[config.mk]
export PLATFORM = sky130hd
export DESIGN_NAME = sctp_top
export DESIGN_NICKNAME = d
export VERILOG_FILES = /design/src/sctp_pkg.sv /design/src/sctp_top.sv
export VERILOG_INCLUDE_DIRS = /design/src /design/src/src
export SDC_FILE = /design/constraint.sdc
export NUM_CORES = 1
export LEC_CHECK = 0
export ABC_AREA = 1
export BUFFER_PORTS_ARGS = -buffer_cell sky130_fd_sc_hd__buf_2
export CAP_MARGIN = 20
export CORE_ASPECT_RATIO = 1.75
export CORE_MARGIN = 2
export CORE_UTILIZATION = 55
export CTS_CLUSTER_DIAMETER = 120
export DETAILED_ROUTE_END_ITERATION = 12
export GPL_TIMING_DRIVEN = 0
export PLACE_DENSITY = 0.87
export SLEW_MARGIN = 0
export SYNTH_ARGS = -nofsm -noshare
export SYNTH_HDL_FRONTEND = slang
export SYNTH_SLANG_ARGS = --single-unit
[constraint.sdc]
create_clock -name CORE_CLK_IN -period 4.3 [get_ports CORE_CLK_IN]
set_input_delay 0.645 -clock CORE_CLK_IN [delete_from_list [all_inputs] [get_ports CORE_CLK_IN]]
set_output_delay 0.645 -clock CORE_CLK_IN [all_outputs]
set_load 0.05 [all_outputs]
[src/sctp_defines.svh]
// Register offsets, field positions, reset values for the system config block.
// Assumes an 8-bit register address space reached over a plain port.
`ifndef SCTP_DEFINES_SVH
`define SCTP_DEFINES_SVH

`define SCTP_ADDR_AUX_A 8'h8e
`define SCTP_ADDR_CLK_CTRL 8'h8f
`define SCTP_ADDR_TIMER_EXT 8'h91
`define SCTP_ADDR_OSC_RELOAD 8'h97
`define SCTP_ADDR_AUX_B 8'ha2
`define SCTP_ADDR_CLK_SETUP 8'hae
`define SCTP_ADDR_PORT_MODE_BASE 8'hc0
`define SCTP_ADDR_PORT_MODE_LAST 8'hc9
`define SCTP_ADDR_EEPROM_CTRL 8'hd2

`define SCTP_BIT_ALE_CTL 0
`define SCTP_BIT_XDATA_EN 1
`define SCTP_BIT_WS_LO 5
`define SCTP_BIT_WS_HI 6
`define SCTP_BIT_STACK_XRAM 4
`define SCTP_BIT_FLASH_API 5
`define SCTP_BIT_EEPROM_EN 1
`define SCTP_BIT_TPS_LO 4
`define SCTP_BIT_TPS_HI 7
`define SCTP_BIT_DOUBLING 0
`define SCTP_BIT_T0_TOGGLE 0
`define SCTP_BIT_T1_TOGGLE 1

`define SCTP_RST_TPS_COMPAT 4'h5
`define SCTP_RST_TPS_FAST 4'h0
`define SCTP_RST_OSC_RELOAD 8'hff
`define SCTP_RST_WAIT_STATES 2'h0
`define SCTP_SYNC_STAGES 3

`endif

[src/sctp_pkg.sv]
// Types shared by the system config and timer prescaler block.
// Assumes the constants header is included where numbers are needed.
package sctp_pkg;

    // Port pin mode, {high bit, low bit}
    typedef enum logic [1:0] {
        SCTP_PM_QUASI = 2'h0,
        SCTP_PM_PUSH_PULL = 2'h1,
        SCTP_PM_INPUT_ONLY = 2'h2,
        SCTP_PM_OPEN_DRAIN = 2'h3
    } sctp_port_mode_t;

    // Nonvolatile options, static while the device runs
    typedef struct packed {
        logic [1:0] clk_source;
        logic clock_doubling_choice;
        logic [1:0] startup_delay;
        logic compat_mode;
        logic xdata_default_en;
        logic port_tristate;
    } sctp_fuse_t;

    // External timer and interrupt pins
    typedef struct packed {
        logic t0;
        logic t1;
        logic t2;
        logic timer2_capture_input;
        logic external_irq_a;
        logic external_irq_b;
    } sctp_pins_t;

endpackage

[src/sctp_top.sv]
// System configuration registers, clock divider, timer prescaler,
// pin sampling and timer overflow pin toggling.
// Assumes one 250 MHz clock, a synchronous active-high reset and a
// register port with read data valid the cycle after the read strobe.
//
// Operation
// - Any reset restores every software bit's default
// - Two mode bits per pin, fuse-set default
// - Reload register sets oscillator to system division
// - Shared prescaler, select in clock register 7:4
// - Compatibility mode select resets to 0101
// - Count rate full clock down to sixteenth
// - Fast mode select resets to 0000
// - Timer 2 clock-out/baud modes bypass prescaler
// - Compatibility mode samples pins at prescaler rate
// - Fast mode samples pins every system clock
// - Timer overflow toggles own pin when enabled
// - Auxiliary A bit 0 controls latch strobe
// - Auxiliary A bit 1 gates on-chip xdata
// - Fuse sets on-chip xdata access default
// - Auxiliary A bits 6:5 set wait states
// - Auxiliary B bit 4 places stack
// - EEPROM control bit 1 gates EEPROM access
// - Auxiliary B bit 5 gates flash API
// - Fuse sets clock doubling default
// - Fuse picks compatible or fast execution
// - Fuse picks start-up time-out delay
// - Fuse picks primary clock source
// - Default prescale divisor six or one
//
// Implementation choices: the placing of the registers and the plain strobed port.
`timescale 1ns/10ps
`include "sctp_defines.svh"

module sctp_top #(
    parameter int NUM_PORTS = 5,
    parameter int PINS_PER_PORT = 8
) (
    input wire logic CORE_CLK_IN,
    input wire logic RST_IN,
    input wire logic [7:0] REG_ADDR_IN,
    input wire logic [7:0] REG_WDATA_IN,
    input wire logic REG_WR_IN,
    input wire logic REG_RD_IN,
    output logic [7:0] REG_RDATA_OUT,
    input wire sctp_pkg::sctp_fuse_t FUSE_IN,
    input wire sctp_pkg::sctp_pins_t EXT_PINS_IN,
    input wire logic T2_BYPASS_MODE_IN,
    input wire logic T0_OVERFLOW_IN,
    input wire logic T1_OVERFLOW_IN,
    output logic SYS_CLK_EN_OUT,
    output logic TIMER_TICK_OUT,
    output logic T2_TICK_OUT,
    output sctp_pkg::sctp_pins_t SAMPLED_PINS_OUT,
    output logic T0_PIN_OUT,
    output logic T1_PIN_OUT,
    output logic [1:0] CLK_SOURCE_OUT,
    output logic [1:0] STARTUP_DELAY_OUT,
    output logic FAST_MODE_OUT,
    output logic ADDR_LATCH_STROBE_CTL_OUT,
    output logic ONCHIP_XDATA_ENABLE_OUT,
    output logic [1:0] XDATA_WAIT_STATES_OUT,
    output logic STACK_IN_EXTRA_RAM_OUT,
    output logic EEPROM_ACCESS_ENABLE_OUT,
    output logic FLASH_API_ENABLE_OUT,
    output logic [NUM_PORTS*PINS_PER_PORT-1:0] PORT_MODE_LOW_BIT_OUT,
    output logic [NUM_PORTS*PINS_PER_PORT-1:0] PORT_MODE_HIGH_BIT_OUT
);

    localparam int NPINS = NUM_PORTS * PINS_PER_PORT;

    // Oscillator clocks per system clock, minus one
    function automatic logic [8:0] div_limit(input logic [7:0] reload,
                                             input logic doubled);
        logic [8:0] base;
        base = {1'b0, 8'hff - reload};
        div_limit = doubled ? base : {base[7:0], 1'b1};
    endfunction

    // Reset mode of one pin from fuse and port number
    function automatic logic [1:0] pin_default(input logic tristate,
                                               input int port);
        if (tristate) begin
            pin_default = sctp_pkg::SCTP_PM_INPUT_ONLY;
        end else if (port == 0) begin
            pin_default = sctp_pkg::SCTP_PM_OPEN_DRAIN;
        end else begin
            pin_default = sctp_pkg::SCTP_PM_QUASI;
        end
    endfunction

    // Fuse and pin synchronisers
    sctp_pkg::sctp_fuse_t fuse_s1;
    sctp_pkg::sctp_fuse_t fuse_s2;
    sctp_pkg::sctp_fuse_t fuse_s3;
    sctp_pkg::sctp_pins_t pin_s1;
    sctp_pkg::sctp_pins_t pin_s2;
    sctp_pkg::sctp_pins_t pin_s3;

    always_ff @(posedge CORE_CLK_IN) begin
        fuse_s1 <= FUSE_IN;
        fuse_s2 <= fuse_s1;
        fuse_s3 <= fuse_s2;
        pin_s1 <= EXT_PINS_IN;
        pin_s2 <= pin_s1;
        pin_s3 <= pin_s2;
    end

    // Fuse values latched while reset is held
    sctp_pkg::sctp_fuse_t fuse;

    always_ff @(posedge CORE_CLK_IN) begin
        if (RST_IN) begin
            fuse <= fuse_s3;
        end
    end

    // Software registers
    logic [7:0] osc_reload;
    logic [3:0] timer_prescale_select;
    logic clock_doubling_choice;
    logic addr_latch_strobe_ctl;
    logic onchip_xdata_enable;
    logic [1:0] xdata_wait_states;
    logic stack_in_extra_ram;
    logic flash_api_enable;
    logic eeprom_access_enable;
    logic [1:0] toggle_en;
    logic [NPINS-1:0] port_mode_low_bit;
    logic [NPINS-1:0] port_mode_high_bit;

    wire wr_aux_a = REG_WR_IN && (REG_ADDR_IN == `SCTP_ADDR_AUX_A);
    wire wr_aux_b = REG_WR_IN && (REG_ADDR_IN == `SCTP_ADDR_AUX_B);
    wire wr_clk_ctrl = REG_WR_IN && (REG_ADDR_IN == `SCTP_ADDR_CLK_CTRL);
    wire wr_timer_ext = REG_WR_IN && (REG_ADDR_IN == `SCTP_ADDR_TIMER_EXT);
    wire wr_reload = REG_WR_IN && (REG_ADDR_IN == `SCTP_ADDR_OSC_RELOAD);
    wire wr_clk_setup = REG_WR_IN && (REG_ADDR_IN == `SCTP_ADDR_CLK_SETUP);
    wire wr_eeprom = REG_WR_IN && (REG_ADDR_IN == `SCTP_ADDR_EEPROM_CTRL);
    wire in_port_range = (REG_ADDR_IN >= `SCTP_ADDR_PORT_MODE_BASE) &&
                         (REG_ADDR_IN <= `SCTP_ADDR_PORT_MODE_LAST);
    wire [7:0] port_off = REG_ADDR_IN - `SCTP_ADDR_PORT_MODE_BASE;
    wire [6:0] port_sel = port_off[7:1];
    wire port_high = port_off[0];
    wire wr_port = REG_WR_IN && in_port_range;

    // Reset defaults that depend on the execution mode fuse
    wire [3:0] tps_default = fuse.compat_mode ? `SCTP_RST_TPS_COMPAT
                                              : `SCTP_RST_TPS_FAST;

    always_ff @(posedge CORE_CLK_IN) begin
        if (RST_IN) begin
            timer_prescale_select <= tps_default;
        end else if (wr_clk_setup) begin
            timer_prescale_select <= REG_WDATA_IN[`SCTP_BIT_TPS_HI:`SCTP_BIT_TPS_LO];
        end
    end

    always_ff @(posedge CORE_CLK_IN) begin
        if (RST_IN) begin
            osc_reload <= `SCTP_RST_OSC_RELOAD;
        end else if (wr_reload) begin
            osc_reload <= REG_WDATA_IN;
        end
    end

    always_ff @(posedge CORE_CLK_IN) begin
        if (RST_IN) begin
            clock_doubling_choice <= fuse.clock_doubling_choice;
        end else if (wr_clk_ctrl) begin
            clock_doubling_choice <= REG_WDATA_IN[`SCTP_BIT_DOUBLING];
        end
    end

    always_ff @(posedge CORE_CLK_IN) begin
        if (RST_IN) begin
            addr_latch_strobe_ctl <= 1'b0;
            onchip_xdata_enable <= fuse.xdata_default_en;
            xdata_wait_states <= `SCTP_RST_WAIT_STATES;
        end else if (wr_aux_a) begin
            addr_latch_strobe_ctl <= REG_WDATA_IN[`SCTP_BIT_ALE_CTL];
            onchip_xdata_enable <= REG_WDATA_IN[`SCTP_BIT_XDATA_EN];
            xdata_wait_states <=
                REG_WDATA_IN[`SCTP_BIT_WS_HI:`SCTP_BIT_WS_LO];
        end
    end

    always_ff @(posedge CORE_CLK_IN) begin
        if (RST_IN) begin
            stack_in_extra_ram <= 1'b0;
            flash_api_enable <= 1'b0;
        end else if (wr_aux_b) begin
            stack_in_extra_ram <= REG_WDATA_IN[`SCTP_BIT_STACK_XRAM];
            flash_api_enable <= REG_WDATA_IN[`SCTP_BIT_FLASH_API];
        end
    end

    always_ff @(posedge CORE_CLK_IN) begin
        if (RST_IN) begin
            eeprom_access_enable <= 1'b0;
        end else if (wr_eeprom) begin
            eeprom_access_enable <= REG_WDATA_IN[`SCTP_BIT_EEPROM_EN];
        end
    end

    always_ff @(posedge CORE_CLK_IN) begin
        if (RST_IN) begin
            toggle_en <= 2'h0;
        end else if (wr_timer_ext) begin
            toggle_en <= {REG_WDATA_IN[`SCTP_BIT_T1_TOGGLE],
                          REG_WDATA_IN[`SCTP_BIT_T0_TOGGLE]};
        end
    end

    // Port mode bits, one byte per port per mode bit
    genvar gp;
    generate
        for (gp = 0; gp < NUM_PORTS; gp++) begin : g_port
            wire [1:0] dflt = pin_default(fuse.port_tristate, gp);
            wire hit = wr_port && (port_sel == 7'(gp));
            always_ff @(posedge CORE_CLK_IN) begin
                if (RST_IN) begin
                    port_mode_low_bit[gp*PINS_PER_PORT +: PINS_PER_PORT] <=
                        {PINS_PER_PORT{dflt[0]}};
                    port_mode_high_bit[gp*PINS_PER_PORT +: PINS_PER_PORT] <=
                        {PINS_PER_PORT{dflt[1]}};
                end else if (hit && !port_high) begin
                    port_mode_low_bit[gp*PINS_PER_PORT +: PINS_PER_PORT] <=
                        REG_WDATA_IN[PINS_PER_PORT-1:0];
                end else if (hit && port_high) begin
                    port_mode_high_bit[gp*PINS_PER_PORT +: PINS_PER_PORT] <=
                        REG_WDATA_IN[PINS_PER_PORT-1:0];
                end
            end
        end
    endgenerate

    // Oscillator to system clock divider
    logic [8:0] div_cnt;
    logic sys_en;
    wire [8:0] limit = div_limit(osc_reload, clock_doubling_choice);
    wire div_wrap = (div_cnt >= limit);

    always_ff @(posedge CORE_CLK_IN) begin
        if (RST_IN) begin
            div_cnt <= 9'h000;
            sys_en <= 1'b0;
        end else begin
            div_cnt <= div_wrap ? 9'h000 : div_cnt + 9'h001;
            sys_en <= div_wrap;
        end
    end

    // Shared timer prescaler
    logic [3:0] ps_cnt;
    wire ps_wrap = (ps_cnt >= timer_prescale_select);
    wire next_tick = sys_en && ps_wrap;
    wire next_t2_tick = T2_BYPASS_MODE_IN ? sys_en : next_tick;

    always_ff @(posedge CORE_CLK_IN) begin
        if (RST_IN) begin
            ps_cnt <= 4'h0;
        end else if (sys_en) begin
            ps_cnt <= ps_wrap ? 4'h0 : ps_cnt + 4'h1;
        end
    end

    // Pin sampling rate follows execution mode
    wire sample_en = fuse.compat_mode ? next_tick
                                      : sys_en;
    wire [5:0] pin_agree = ~(pin_s2 ^ pin_s3);
    wire [5:0] next_pins = (pin_agree & pin_s3) |
                           (~pin_agree & SAMPLED_PINS_OUT);

    always_ff @(posedge CORE_CLK_IN) begin
        if (RST_IN) begin
            SAMPLED_PINS_OUT <= '0;
        end else if (sample_en) begin
            SAMPLED_PINS_OUT <= next_pins;
        end
    end

    // Overflow pin toggling
    always_ff @(posedge CORE_CLK_IN) begin
        if (RST_IN) begin
            T0_PIN_OUT <= 1'b0;
            T1_PIN_OUT <= 1'b0;
        end else begin
            T0_PIN_OUT <= T0_PIN_OUT ^ (T0_OVERFLOW_IN & toggle_en[0]);
            T1_PIN_OUT <= T1_PIN_OUT ^ (T1_OVERFLOW_IN & toggle_en[1]);
        end
    end

    // Read decode
    wire [7:0] rd_aux_a = {1'b0, xdata_wait_states, 3'h0,
                           onchip_xdata_enable, addr_latch_strobe_ctl};
    wire [7:0] rd_aux_b = {2'h0, flash_api_enable, stack_in_extra_ram, 4'h0};
    wire [7:0] rd_port = port_high
        ? 8'(port_mode_high_bit[port_sel*PINS_PER_PORT +: PINS_PER_PORT])
        : 8'(port_mode_low_bit[port_sel*PINS_PER_PORT +: PINS_PER_PORT]);
    wire [7:0] rd_mux =
        (REG_ADDR_IN == `SCTP_ADDR_AUX_A) ? rd_aux_a :
        (REG_ADDR_IN == `SCTP_ADDR_AUX_B) ? rd_aux_b :
        (REG_ADDR_IN == `SCTP_ADDR_CLK_CTRL) ?
            {7'h00, clock_doubling_choice} :
        (REG_ADDR_IN == `SCTP_ADDR_TIMER_EXT) ? {6'h00, toggle_en} :
        (REG_ADDR_IN == `SCTP_ADDR_OSC_RELOAD) ? osc_reload :
        (REG_ADDR_IN == `SCTP_ADDR_CLK_SETUP) ? {timer_prescale_select, 4'h0} :
        (REG_ADDR_IN == `SCTP_ADDR_EEPROM_CTRL) ?
            {6'h00, eeprom_access_enable, 1'b0} :
        in_port_range ? rd_port : 8'h00;

    always_ff @(posedge CORE_CLK_IN) begin
        if (RST_IN) begin
            REG_RDATA_OUT <= 8'h00;
        end else begin
            REG_RDATA_OUT <= REG_RD_IN ? rd_mux : 8'h00;
        end
    end

    // Registered outputs
    always_ff @(posedge CORE_CLK_IN) begin
        if (RST_IN) begin
            SYS_CLK_EN_OUT <= 1'b0;
            TIMER_TICK_OUT <= 1'b0;
            T2_TICK_OUT <= 1'b0;
        end else begin
            SYS_CLK_EN_OUT <= sys_en;
            TIMER_TICK_OUT <= next_tick;
            T2_TICK_OUT <= next_t2_tick;
        end
    end

    always_ff @(posedge CORE_CLK_IN) begin
        CLK_SOURCE_OUT <= fuse.clk_source;
        STARTUP_DELAY_OUT <= fuse.startup_delay;
        FAST_MODE_OUT <= ~fuse.compat_mode;
        ADDR_LATCH_STROBE_CTL_OUT <= addr_latch_strobe_ctl;
        ONCHIP_XDATA_ENABLE_OUT <= onchip_xdata_enable;
        XDATA_WAIT_STATES_OUT <= xdata_wait_states;
        STACK_IN_EXTRA_RAM_OUT <= stack_in_extra_ram;
        EEPROM_ACCESS_ENABLE_OUT <= eeprom_access_enable;
        FLASH_API_ENABLE_OUT <= flash_api_enable;
        PORT_MODE_LOW_BIT_OUT <= port_mode_low_bit;
        PORT_MODE_HIGH_BIT_OUT <= port_mode_high_bit;
    end

endmodule

---- Word level (Yosys, flattened, before mapping) ----
Index checks and enable logic that the tools add are counted.
word-level totals
  output and inout port bits .............. 111
  bits in registers ....................... 277
cells by class
  equality and inequality tests ........... 16
  muxes and demuxes ....................... 47
  reductions and logical operators ........ 49
  $lt $le $gt $ge ......................... 4
  add/subtract/negate cells ............... 4
  bitwise logic cells ..................... 12
  shifts and indexed selects .............. 2
operators with widths
  cell                   number
  $mux W8                30
  $shiftx A40 B11 Y8     2
  $eq A8 B8 Y1 const B   7
  $mux W7                4
  $reduce_bool A2 Y1     13
  $logic_and A1 B1 Y1    25
  $eq A7 B2 Y1 const B   2
  $and A6 B6 Y6          2
  $mux W4                3
  $not A6 Y6             2
  $ne A2 B2 Y1 const B   5
  $reduce_and A2 Y1      5
  $add A9 B1 Y9 const B  1
  $ge A9 B9 Y1           1
  $mux W9                1
  $ge A8 B8 Y1 const B   1
  $le A8 B8 Y1 const B   1
  $sub A8 B8 Y8 const A  1
  $sub A8 B8 Y8 const B  1
  $eq A7 B1 Y1 const B   1
  $eq A7 B3 Y1 const B   1
  $logic_not A7 Y1       1
  $mux W1                7
  $or A6 B6 Y6           1
  12 further kinds       16

---- Logic depth before layout (Yosys ltp) ----
  depth in word-level cells ............... 11
  mapped depth ............................ 14
  mapped depth without buffers ............ 12

---- Worst setup path before layout ----
OpenSTA, ideal clock, no wires.
  path type ............................... in2reg
  from .................................... in REG_ADDR_IN[4]
  to ...................................... reg port_mode_high_bit[32], enable pin
  stages on the path ...................... 8
  arrival ................................. 2158 ps
  setup time .............................. 384 ps
  buffers on the path ..................... 1
  slack ................................... 1758 ps
  cells stage by stage .................... buf_2 -> nor2_1 -> nand2_1 -> a21oi_2 -> nand2_1 -> inv_1 -> nand4_1 -> o21ai_0
between the ends
  word-level cells in the longest chain between the ends .. 7
ends and longest elaborated chain
  what                                                                   RTL line                          source
  start, declared                                                        sctp_top.sv:41                    input wire logic [7:0] REG_ADDR_IN,
  parallel branches: the longest is 3 deep, another holds $sub A8 B8 Y8  -
  $logic_and A1 B1 Y1 *                                                  sctp_top.sv:219                   wire hit = wr_port && (port_sel == 7'(gp));
  $logic_and A1 B1 Y1, on equally long branches                          sctp_top.sv:226, sctp_top.sv:229
  $ne A2 B2 Y1 (no source line) or $reduce_bool A2 Y1 (tied branches)    -
  $reduce_and A2 Y1 (no source line) *                                   -
  end signal, assigned by index                                          sctp_top.sv:224                   port_mode_high_bit[gp*PINS_PER_PORT +: PINS_PER_PORT] <=
  end signal, assigned by index                                          sctp_top.sv:230                   port_mode_high_bit[gp*PINS_PER_PORT +: PINS_PER_PORT] <=
  end, declared                                                          sctp_top.sv:130                   logic [NPINS-1:0] port_mode_high_bit;
Every way passes the cells marked *.
A chain may end at the register's enable or synchronous reset.

---- Final worst setup path ----
  from .................................... in REG_ADDR_IN[1]
  to ...................................... reg port_mode_high_bit[14], enable pin
between the ends
  word-level cells in the longest chain between the ends .. 7
ends and longest elaborated chain
  what                                                                   RTL line
  parallel branches: the longest is 3 deep, another holds $sub A8 B8 Y8  -
  $logic_and A1 B1 Y1 *                                                  sctp_top.sv:219
  $logic_and A1 B1 Y1, on equally long branches                          sctp_top.sv:226, sctp_top.sv:229
  $ne A2 B2 Y1 (no source line) or $reduce_bool A2 Y1 (tied branches)    -
  $reduce_and A2 Y1 (no source line) *                                   -
Marks and branches as above.

==> results.py <==
metrics = {
    "outcome": {
        "status": "complete, no violations",
    },
    "clock_network": {
        "ctsHtreeMaxLevel": 1,
        "post_cts_buffers": 0,
        "clk_path_buf_depth": 3,
        "numCtsBuffers": 23,
        "cts_tree": "done",
        "cts_root_buf": "clkbuf_16",
        "path_clk_slew_ns": 0.06,
        "cts_hold_buf": 0,
        "cts_resized": 0,
        "cts_num_sinks": 277,
        "clock_latency_ns": 0.51,
    },
    "placed_design": {
        "place_ws_ns": 1.267,
        "io_buffer_count": 144,
        "hpwl_um": 16710,
        "placed_cell_area_um2": 10300,
        "dp_cells": 1227,
        "gp_congestion": 1.028,
    },
    "worst_setup_path": {
        "crit_path_start_kind": "input port",
        "path_class": "input port to register",
        "crit_required_ns": 4.50,
        "crit_path_end_kind": "register",
        "crit_arrival_ns": 2.77,
        "path_max_fanout": 9,
    },
    "floorplanning": {
        "initial_core_util": 0.5618,
        "die-area_um2": 17890,
        "rows": 62,
        "die_h_um": 175.5,
        "core-area_um2": 16450,
        "io_pins": 148,
        "die_w_um": 102.0,
    },
    "sta": {
        "finalClockSkew_ns": 0.01220,
        "fin_ws_ns": 1.735,
        "grt_setup_unrepaired": "no",
        "setup_viol": 0,
        "min_period_over_period": 0.5965,
        "timing.fmax_ghz": 0.3899,
        "fin_setup_tns_ns": 0,
        "maxSlewViolCount": 0,
        "fin_hold_ws_ns": 0.2382,
        "relSlewSlack": 0.3758,
        "period_needed_ns": 2.565,
        "hold_viol_final": 0,
        "tightestPinTransition_ns": 0.9291,
    },
    "synthesis": {
        "synth_area_leaders": "dfxtp_1, edfxtp_1, nand2_1",
        "netlist.area_leader.share": 0.3965,
        "syn_area_um2": 9239,
        "syn-num-nets": 903,
        "ys_seq_area_frac": 0.7021,
        "synth_top_area_cell": "dfxtp_1",
        "ys_ff_latch": 277,
        "syn_avg_cell_area_um2": 10.88,
        "synth_cell_type_count": 39,
        "yosys_warnings": 0,
        "synthesis.instances": 849,
    },
    "grt": {
        "antenna_found_initial": 0,
        "first_global_vias": 6517,
        "grtUsageTotal": 0.2470,
        "grt_max_degree": 19,
        "grt_pass1_wl_um": 33530,
        "gr-total-overflow": 0,
    },
    "power": {
        "vdd_drop_max_mv": 0.3484,
        "cellPowerDensity_nw_per_um2": 509.2,
        "leakagePower_nw": 5.055,
        "finalPower_mw": 5.638,
    },
    "final_layout": {
        "fin_area_um2": 11070,
        "num-nets-final": 1082,
        "fin_cells": 1269,
        "post-route-util": 0.6732,
        "areaGrowthSynthToFinish_pct": 19.84,
        "drive_gt1_frac": 0.2069,
        "fill_cells": 1281,
    },
    "drt": {
        "vias": 6703,
        "drtIter0Drc": 601,
        "drc": 0,
        "wirelength_um": 22190,
        "detail_route.wl_per_cell_um": 17.48,
        "firstDrtPassIters": 6,
        "antenna_left": 0,
        "vias_per_cell": 5.282,
    },
    "worst_hold_path": {
        "hold_class": "input port to register",
    },
    "flow_run": {
        "drv_cap": 0,
    },
}
-- cells in the final DEF, fill, tap and decap left out, types with 2 or more instances in the layout --
cell | synthesis | final
clkbuf_16 | 0 | 24
a21oi_1 | 37 | 37
xor2_1 | 7 | 7
o21ai_0 | 48 | 48
clkinv_1 | 1 | 3
nand2_1 | 201 | 201
buf_4 | 3 | 8
nand3b_1 | 3 | 3
clkbuf_1 | 10 | 12
clkinv_2 | 0 | 6
bufinv_16 | 0 | 3
nand3_1 | 26 | 26
buf_2 | 7 | 156
dfxtp_1 | 183 | 183
inv_2 | 2 | 2
or2_2 | 5 | 5
o211ai_1 | 14 | 14
a22oi_1 | 3 | 3
nor2_1 | 46 | 46
nor3_1 | 9 | 9
nor3b_1 | 4 | 4
nand4_1 | 17 | 17
inv_1 | 90 | 90
edfxtp_1 | 94 | 94
mux2i_1 | 3 | 3
nor2_4 | 2 | 2
xnor2_1 | 2 | 2
nor4_1 | 2 | 2
ha_1 | 17 | 17
-- critical path: stages --
cell	delay [ns]
buf_2	0.14
inv_2	0.11
nand2_1	0.19
a21oi_2	0.42
nand2_1	0.09
inv_1	0.14
nand4_1	0.11
o21ai_0	0.58
buf_2	0.34
-- layout make-up --
cell class	instances	area [µm²]	area share
Multi-Input combinational cell	457	2293	0.2071
Buffer	22	110.1	0.009945
Inverter	93	349.1	0.03153
Sequential cell	277	6486	0.5858
Clock buffer	26	608.1	0.05492
Clock inverter	15	158.9	0.01435
Tap cell	224	280.3	0.02531
Timing Repair Buffer	154	783.3	0.07074
Antenna cell	1	2.502	0.0002260
-- cells in the mapped netlist, drive strengths merged --
cell type,number
o211ai,14
clkbuf,10
nor3b,4
o21a,1
nor4,2
xnor2,2
inv,92
clkinv,1
xor2,7
ha,17
nor2,49
a21o,1
mux2i,3
nand3,26
o22ai,1
a21oi,38
and3,1
edfxtp,94
nand3b,3
buf,12
dfxtp,183
or2,5
nand2,202
nand4,17
o21bai,1
a22oi,3
o21ai,48
nor3,11
o31a,1
-- final timing paths --
| path | slack, ns | depth (start not counted) | end | startpoint |
|---|---|---|---|---|
| worst max-delay path | 1.74 | 9 | port_mode_high_bit[14] | REG_ADDR_IN[1] |
| worst min-delay path | 0.24 | 1 | pin_s1[0] | EXT_PINS_IN[0] |
| worst max register to register | 1.79 | 9 | div_cnt[8] | clock_doubling_choice |
| worst min register to register | 0.32 | 0 | fuse_s3[0] | fuse_s2[0] |
-- cells by family (layout without fill, tap and decap cells) --
group | count (synthesis) | in the layout | share of synthesized area
simple gates | 320 | 320 | 0.1486
flops | 277 | 277 | 0.7021
buf+inv | 115 | 310 | 0.04970
compound gates | 108 | 108 | 0.06487
fa+ha+maj | 17 | 17 | 0.02302
xor+xnor | 9 | 9 | 0.008532
mux | 3 | 3 | 0.003250
other cells | 0 | 1 | 0
-- layer usage --
metal / track usage / vias up / wire length (µm)
li1: - / 3160 / -
met1: 0.2491 / 3109 / 7198
met2: 0.4630 / 335 / 12130
met3: 0.03780 / 99 / 1372
met4: 0.1433 / 0 / 1486
met5: 0 / - / 0
-- registers in the layout (all words and copies together), names as in the netlist, 9 cells and up, named ones only --
name	cells
PORT_MODE_HIGH_BIT_OUT	40
PORT_MODE_LOW_BIT_OUT	40
port_mode_high_bit	40
port_mode_low_bit	40
div_cnt	9
-- power by group --
part,internal [mW],switching (mW)
sequential,2.88,0.0688
clock,1.20,0.913
combinational,0.129,0.446
total,4.21,1.43
Power figures use the tool's default switching activity.
